### config.mk
export PLATFORM = sky130hd
export DESIGN_NAME = limits_configuration
export DESIGN_NICKNAME = d
export VERILOG_FILES = /design/src/hdl/limits_pkg.sv /design/src/hdl/limit_decode.sv /design/src/hdl/limits_configuration.sv
export SDC_FILE = /design/constraint.sdc
export NUM_CORES = 1
export LEC_CHECK = 0
export BUFFER_PORTS_ARGS = -buffer_cell sky130_fd_sc_hd__buf_2
export CAP_MARGIN = 10
export CORE_ASPECT_RATIO = 1.1
export CORE_UTILIZATION = 35
export DETAILED_ROUTE_END_ITERATION = 10
export SLEW_MARGIN = 0
export SYNTH_ARGS = -nofsm -noshare
export SYNTH_HDL_FRONTEND = slang
export SYNTH_SLANG_ARGS = --single-unit
export TNS_END_PERCENT = 50
### constraint.sdc
create_clock -name clk_sys_i -period 1.94 [get_ports clk_sys_i]
set_clock_uncertainty 0.15 [all_clocks]
set_input_delay 0.582 -clock clk_sys_i [delete_from_list [all_inputs] [get_ports clk_sys_i]]
set_output_delay 0.582 -clock clk_sys_i [all_outputs]
set_load 0.005 [all_outputs]
### src/hdl/limits_pkg.sv
// Constants for the limits configuration register block.
// Assumes a single 10 MHz system clock and a byte-wide register port.
package limits_pkg;
  // ----------------------------------------------------------------
  // Register map
  // ----------------------------------------------------------------
  localparam logic [7:0] LIMITS_CONFIGURATION_ADDR = 8'h16;
  localparam int         DATA_W                    = 8;
  // ----------------------------------------------------------------
  // Field positions
  // ----------------------------------------------------------------
  localparam int RESTART_BIT       = 0;
  localparam int RESET_IND_BIT     = 1;
  localparam int PREWARN_LSB       = 4;
  localparam int PEAK_LSB          = 6;
  localparam logic [7:0] WRITE_MASK = 8'hf3;
  // ----------------------------------------------------------------
  // Reset values
  // ----------------------------------------------------------------
  localparam logic [1:0] PEAK_RESET      = 2'h0;
  localparam logic [1:0] PREWARN_RESET   = 2'h0;
  localparam logic       RESTART_RESET   = 1'b0;
  localparam logic       RESET_IND_RESET = 1'b1;
  // ----------------------------------------------------------------
  // Threshold codes: degrees Celsius and tenths of an ampere
  // ----------------------------------------------------------------
  localparam logic [7:0] PREWARN_C0 = 8'h53;
  localparam logic [7:0] PREWARN_C1 = 8'h5e;
  localparam logic [7:0] PREWARN_C2 = 8'h69;
  localparam logic [7:0] PREWARN_C3 = 8'h74;
  localparam logic [7:0] PEAK_DA0   = 8'h2b;
  localparam logic [7:0] PEAK_DA1   = 8'h32;
  localparam logic [7:0] PEAK_DA2   = 8'h37;
  localparam logic [7:0] PEAK_DA3   = 8'h40;
  // ----------------------------------------------------------------
  // Thermal restart states
  // ----------------------------------------------------------------
  typedef enum logic [1:0] {
    ST_RUN      = 2'b00,
    ST_SHUTDOWN = 2'b01,
    ST_RESTART  = 2'b11,
    ST_LATCHED  = 2'b10
  } thermal_state_t;
endpackage

### src/hdl/limit_decode.sv
// Decodes the two limit fields into their analog settings.
// Assumes the codes come straight from register flip-flops.
module limit_decode
  import limits_pkg::*;
(
  input  wire logic [1:0] peak_code_i,
  input  wire logic [1:0] prewarn_code_i,
  output logic      [7:0] peak_tenths_amp_o,
  output logic      [7:0] prewarn_celsius_o
);
  // ----------------------------------------------------------------
  // Code tables
  // ----------------------------------------------------------------
  // Peak current in tenths of an ampere
  always_comb begin
    case (peak_code_i)
      2'h0:    peak_tenths_amp_o = PEAK_DA0;
      2'h1:    peak_tenths_amp_o = PEAK_DA1;
      2'h2:    peak_tenths_amp_o = PEAK_DA2;
      default: peak_tenths_amp_o = PEAK_DA3;
    endcase
  end

  // Pre-warning threshold in degrees
  always_comb begin
    case (prewarn_code_i)
      2'h0:    prewarn_celsius_o = PREWARN_C0;
      2'h1:    prewarn_celsius_o = PREWARN_C1;
      2'h2:    prewarn_celsius_o = PREWARN_C2;
      default: prewarn_celsius_o = PREWARN_C3;
    endcase
  end
endmodule

### src/hdl/limits_configuration.sv
// Limits configuration register with thermal restart control.
// Assumes a synchronous byte register port from the serial bus
// front end and a thermal shutdown level from the analog side.
// ----------------------------------------------------------------
module limits_configuration
  import limits_pkg::*;
(
  input  wire logic        clk_sys_i,
  input  wire logic        resetn_i,
  input  wire logic        clk_en_i,
  input  wire logic        reg_reset_i,
  input  wire logic [7:0]  reg_addr_i,
  input  wire logic        reg_wr_i,
  input  wire logic [7:0]  reg_wdata_i,
  output logic      [7:0]  reg_rdata_o,
  input  wire logic        thermal_shutdown_i,
  output logic             power_enable_o,
  output logic             powerup_start_o,
  output logic [1:0]       peak_current_limit_o,
  output logic [1:0]       thermal_prewarn_threshold_o,
  output logic [7:0]       peak_tenths_amp_o,
  output logic [7:0]       prewarn_celsius_o
);
  // ----------------------------------------------------------------
  // State
  // ----------------------------------------------------------------
  typedef struct packed {
    logic [1:0]     peak;
    logic [1:0]     prewarn;
    logic           reset_ind;
    logic           restart_en;
    thermal_state_t tstate;
    logic           start_pulse;
    logic [7:0]     rdata;
  } state_t;

  state_t state_reg;
  state_t state_next;

  logic   hit;
  logic   wr_hit;
  logic [7:0] reg_image;

  assign hit    = (reg_addr_i == LIMITS_CONFIGURATION_ADDR);
  assign wr_hit = reg_wr_i && hit;

  // Register image, spare bits forced to zero
  assign reg_image = {state_reg.peak, state_reg.prewarn, 2'h0,
                      state_reg.reset_ind, state_reg.restart_en};

  // ----------------------------------------------------------------
  // Next state
  // ----------------------------------------------------------------
  always_comb begin
    state_next             = state_reg;
    state_next.start_pulse = 1'b0;
    state_next.rdata       = hit ? reg_image : 8'h00;
    // Register reset beats a host write in the same cycle
    if (reg_reset_i) begin
      state_next.peak       = PEAK_RESET;
      state_next.prewarn    = PREWARN_RESET;
      state_next.restart_en = RESTART_RESET;
      state_next.reset_ind  = RESET_IND_RESET;
    end else if (wr_hit) begin
      // Host write; spare bits never reach the state
      state_next.peak       = reg_wdata_i[PEAK_LSB+:2];
      state_next.prewarn    = reg_wdata_i[PREWARN_LSB+:2];
      state_next.reset_ind  = reg_wdata_i[RESET_IND_BIT];
      state_next.restart_en = reg_wdata_i[RESTART_BIT];
    end
    // Thermal shutdown and restart sequencing
    case (state_reg.tstate)
      ST_RUN: begin
        if (thermal_shutdown_i) begin
          state_next.tstate = ST_SHUTDOWN;
        end
      end
      ST_SHUTDOWN: begin
        if (!state_reg.restart_en) begin
          state_next.tstate = ST_LATCHED;
        end else if (!thermal_shutdown_i) begin
          state_next.tstate = ST_RESTART;
        end
      end
      ST_RESTART: begin
        state_next.start_pulse = 1'b1;
        state_next.tstate      = ST_RUN;
      end
      ST_LATCHED: begin
        state_next.tstate = ST_LATCHED;
      end
      default: state_next.tstate = ST_LATCHED;
    endcase
  end

  // ----------------------------------------------------------------
  // Registers
  // ----------------------------------------------------------------
  // Async reset image; a low clock enable freezes everything
  always_ff @(posedge clk_sys_i or negedge resetn_i) begin
    if (!resetn_i) begin
      state_reg <= '{peak: PEAK_RESET, prewarn: PREWARN_RESET, reset_ind: RESET_IND_RESET,
                     restart_en: RESTART_RESET, tstate: ST_RUN, start_pulse: 1'b0,
                     rdata: 8'h00};
    end else if (clk_en_i) begin
      state_reg <= state_next;
    end
  end

  // ----------------------------------------------------------------
  // Outputs
  // ----------------------------------------------------------------
  // Outputs straight from the state flip-flops, except power enable, decoded from tstate
  assign reg_rdata_o                 = state_reg.rdata;
  assign power_enable_o              = (state_reg.tstate == ST_RUN);
  assign powerup_start_o             = state_reg.start_pulse;
  assign peak_current_limit_o        = state_reg.peak;
  assign thermal_prewarn_threshold_o = state_reg.prewarn;

  // Analog setting decode of the two limit fields
  limit_decode u_decode (
    .peak_code_i       (state_reg.peak),
    .prewarn_code_i    (state_reg.prewarn),
    .peak_tenths_amp_o (peak_tenths_amp_o),
    .prewarn_celsius_o (prewarn_celsius_o)
  );
endmodule

# == Word level (Yosys, flattened, before mapping) ==
# Cells that the tools add are included.
# Widths: inputs -> output; s select.
# op_classes
mux,10
reduce_logical,7
eq_ne,10
# op_table
cell,count
$pmux 7 s3,1
$pmux 6 s3,1
$mux 6,2
$eq 2x2->1 const B,4
$eq 8x5->1 const B,1
$mux 8,1
$pmux 2 s4,1
$eq 2x1->1 const B,3
$logic_not 2->1,3
$mux 2,3
$ne 3x3->1 const B,1
$reduce_and 3->1,1
$ne 2x2->1 const B,1
$reduce_and 2->1,1
$reduce_bool 2->1,1
$logic_and 1x1->1,1
$mux 1,1
# word_totals
input_bits,22
elab_cells,34
regBits,17

# == Depth between registers and ports, before layout ==
# depth
word_depth,4
depth_mapped,5
ltp_nobuf,5

# == Cells and area by module ==
# From an unflattened synthesis, not the netlist that was laid out.
# unflattened
cells_unflattened,124
hier_area_um2,1151.1
# by_module_without_submodules
module,instances,area_per_inst_um2,cells_per_inst
limits_configuration,1,955.9,99
limit_decode,1,195.2,25

# == Least setup slack after synthesis ==
# Ideal clock, no wire load.
# synth_path
path_type,register to output
startpoint,reg state_reg (netlist bit thermal_prewarn_threshold_o[0])
endpoint,out prewarn_celsius_o[5]
stages_incl_launch_ff,4
t_arrival_ns,0.983
path_slack_ns,0.225
cell_sequence,dfrtp_1 > inv_1 > ha_1 > or2_2
# synth_via
elab_chain_len,2
# synth_rtl
item,line_no,source
"start, declared",limits_configuration.sv:37,state_t state_reg;
"start signal, assigned",limits_configuration.sv:102,"state_reg <= '{peak: PEAK_RESET, prewarn: PREWARN_RESET, reset_ind: RESET_IND_RESET,"
"start signal, assigned",limits_configuration.sv:106,state_reg <= state_next;
$eq 2x2->1 (tied with other cells),limit_decode.sv:26,case (prewarn_code_i)
$pmux 6 s3 *,limit_decode.sv:26,
"end, declared",limits_configuration.sv:22,output logic [7:0] prewarn_celsius_o
# Mark *: on every way between the ends. The rest lies on a longest branch, timed or not.

# == Worst setup path in the final report ==
# layout_path
startpoint,reg state_reg (netlist bit thermal_prewarn_threshold_o[0])
endpoint,out prewarn_celsius_o[1]
# The elaborated chain is that of the path after synthesis.

==> results.yml <==
run_status:
  outcome: "finished, violations left"
  violations: "setup timing"
place:
  io_buffers: 44
  dp_hpwl_um: 1785
  gp_congestion: 0.7117
  place_area_sq_um: 1235
yosys:
  post-synth-top-count-cell: "buf_4"
  ys_async_sr_fraction: 1.000
  synthTopCellsByCount: "buf_4, inv_1, dfrtp_1"
  synth_cell_types: 30
  synth_edf_count: 0
  ys_seq_area_frac: 0.3545
  synth_largest_area_cell: "dfrtp_1"
  yosys_warnings: 0
  ys.flop_type: "dfrtp_1"
  synth-seq-cells: 15
  syn_avg_cell_area_sq_um: 9.157
  postSynthCellCount: 116
  syn_area_sq_um: 1062
  yosysTopAreaCellShare: 0.3298
  synthTopCellsByArea: "dfrtp_1, ha_1, buf_4"
setup_path:
  crit_buf_inv: 3
  start_kind: "flop"
  crit_chain: "inv_2 > buf_6 > ha_4 > nor2_2 > nor2_1 > buf_2"
  critPathArrivalTime_ps: 1380
  worst-path-max-fanout: 4
  crit_family: "flip-flops"
  r2r-start: "state_reg[9]$_DFFE_PN0P_"
  slowest_delay_ps: 470
  startpoint: "thermal_prewarn_threshold_o[0]$_DFFE_PN0P_"
  cp_data_required_time_ps: 1210
  critPathKind: "reg2out"
  endpoint_kind: "output port"
  cp_slowest_cell: "dfrtp_2"
clock_network:
  root_buffer: "clkbuf_4"
  cts.sinks: 15
  hold_buffers: 0
  cts_inserted_buffers: 3
  clk-insertion-delay-late_ps: 290
  cts_tree: "built"
  cts.clk_slew.worst_paths_ps: 90
  ctsLongestPathBuffers: 2
  htreeDepth: 1
die:
  die_x_um: 54.53
  ios: 52
  die_y_um: 59.78
  dieArea_sq_um: 3260
  fp.coreArea_sq_um: 2828
  start_util: 0.3757
  rows: 20
layout:
  largest_reg_flops: 6
  fin_nets: 196
  drive_gt1_frac: 0.5404
  diodes: 0
  final_util: 0.5230
  finalInstanceArea_sq_um: 1479
  syn_to_final_growth_pct: 39.22
power_and_ir_drop:
  p_total_mw: 1.466
  clkPwrFrac: 0.124
  cellPowerDensity_nw_per_um2: 991.3
  pwr-share-seq: 0.323
  peakVddDrop_mv: 0.6201
  power_switching_mw: 0.5451
  p_leak_nw: 0.7220
  swShare: 0.3718
  power.internal_mw: 0.9209
  p_comb_frac: 0.553
global_routing:
  met3_usage: 0.02799
  met2_usage: 0.2822
  grt_pass1_vias: 910
  grt_first_pass_wirelength_um: 3898
  grtUsageMet1: 0.1950
  globalRoute.totalOverflow: 0
  antenna_found_initial: 0
  top_usage_layer: "met2"
  grt_max_degree: 16
  grt_util_all_layers: 0.1699
sta:
  min_period_ps: 2115
  fin_crit_sh: 1.090
  rsz0062_at_grt: "yes"
  finalSetupViolations: 8
  drv_slew: 0
  fin_hold_ws_ps: 34.83
  max_freq_mhz: 472.7
  finalHoldViolCount: 0
  setup_slack_ps: -175.5
detailed_routing:
  drc: 0
  wl_per_cell_um: 13.11
  vias: 944
  ant_nets: 0
  firstDrtPassIters: 4
  initialDrtViolationCount: 24
  via_per_inst: 4.866
  wirelength_um: 2544
run:
  cap_violations: 0
worst_hold_path:
  min_path_type: "in2async"
metrics by stage:
stage                     instances  setup TNS [ps]  setup WS (ps)
final                           194          -705.9         -175.5
after CTS                       194          -509.2         -129.1
after global placement          181               0          107.2
after floorplan                 119               0          224.9
after global routing            194           -1052         -218.6
after detailed placement        181               0          88.01
final timing paths:
kind | end | slack, ps | cells past startpoint
setup reg to reg | state_reg[10]$_DFFE_PN0P_ | 440 | 5
hold reg to reg | reg_rdata_o[1]$_DFFE_PN0P_ | 370 | 2
setup / recovery | prewarn_celsius_o[1] | -180 | 6
min in group clk_sys_i | reg_rdata_o[1]$_DFFE_PN0P_ | 370 | 2
hold / removal | peak_current_limit_o[0]$_DFFE_PN0P_ | 30 | 1
max in group asynchronous | reg_image[1]$_DFFE_PN1P_ | 1310 | 1
cell families (layout without fill, tap and decap cells):
family,Yosys count,after routing,synth area share
other,2,5,0.007070
AND/OR/NAND/NOR,34,34,0.1814
buffers and inverters,35,77,0.1826
adder cells (fa/ha/maj),12,12,0.1413
flip-flops,15,15,0.3545
multiplexers,2,2,0.02120
AO/OA/AOI/OAI,16,16,0.1119
repair_timing:
item / CTS / global route
endpoints found under the hold margin: 0 / 0
setup buffers: 9 / 0
gates resized for setup: 31 / 7
endpoints found under the setup margin: 7 / 10
pin swaps: 8 / 2
layer usage:
metal	up-vias	wire, um
met5	-	0
met4	0	68
met3	8	123
met2	38	1338
met1	437	1015
li1	461	-
power groups by stage:
stage	combinational (mW)	clock, mW	sequential, mW
2_1_floorplan	0.347	0	0.447
6_report	0.810	0.182	0.474
3_3_place_gp	0.509	0	0.456
3_5_place_dp	0.540	0	0.462
4_1_cts	0.761	0.184	0.468
5_1_grt	0.893	0.199	0.484
layout by cell type (no fill, tap or decap), types with 3 or more instances in the layout:
cell      count
nand2b_1      3
nand4_1       4
nand2_1      11
o311ai_0      3
conb_1        5
buf_6         9
buf_2        40
dfrtp_1      11
inv_1         9
nor2_2        3
ha_1          5
inv_2         5
nor2_1        4
clkbuf_4      3
buf_4         9
o22ai_1       6
dfrtp_2       3
ha_4          7
area by class of cell:
class                   instances  area [sq um]
flip-flops and latches         15         380.4
multi-input cells              69         603.1
fillers                       266          1349
inverters                      15         58.81
repair buffers                 58         369.1
well taps                      33         41.29
clock buffers                   4         26.28
Note: power is estimated with default switching activity, not from simulation.
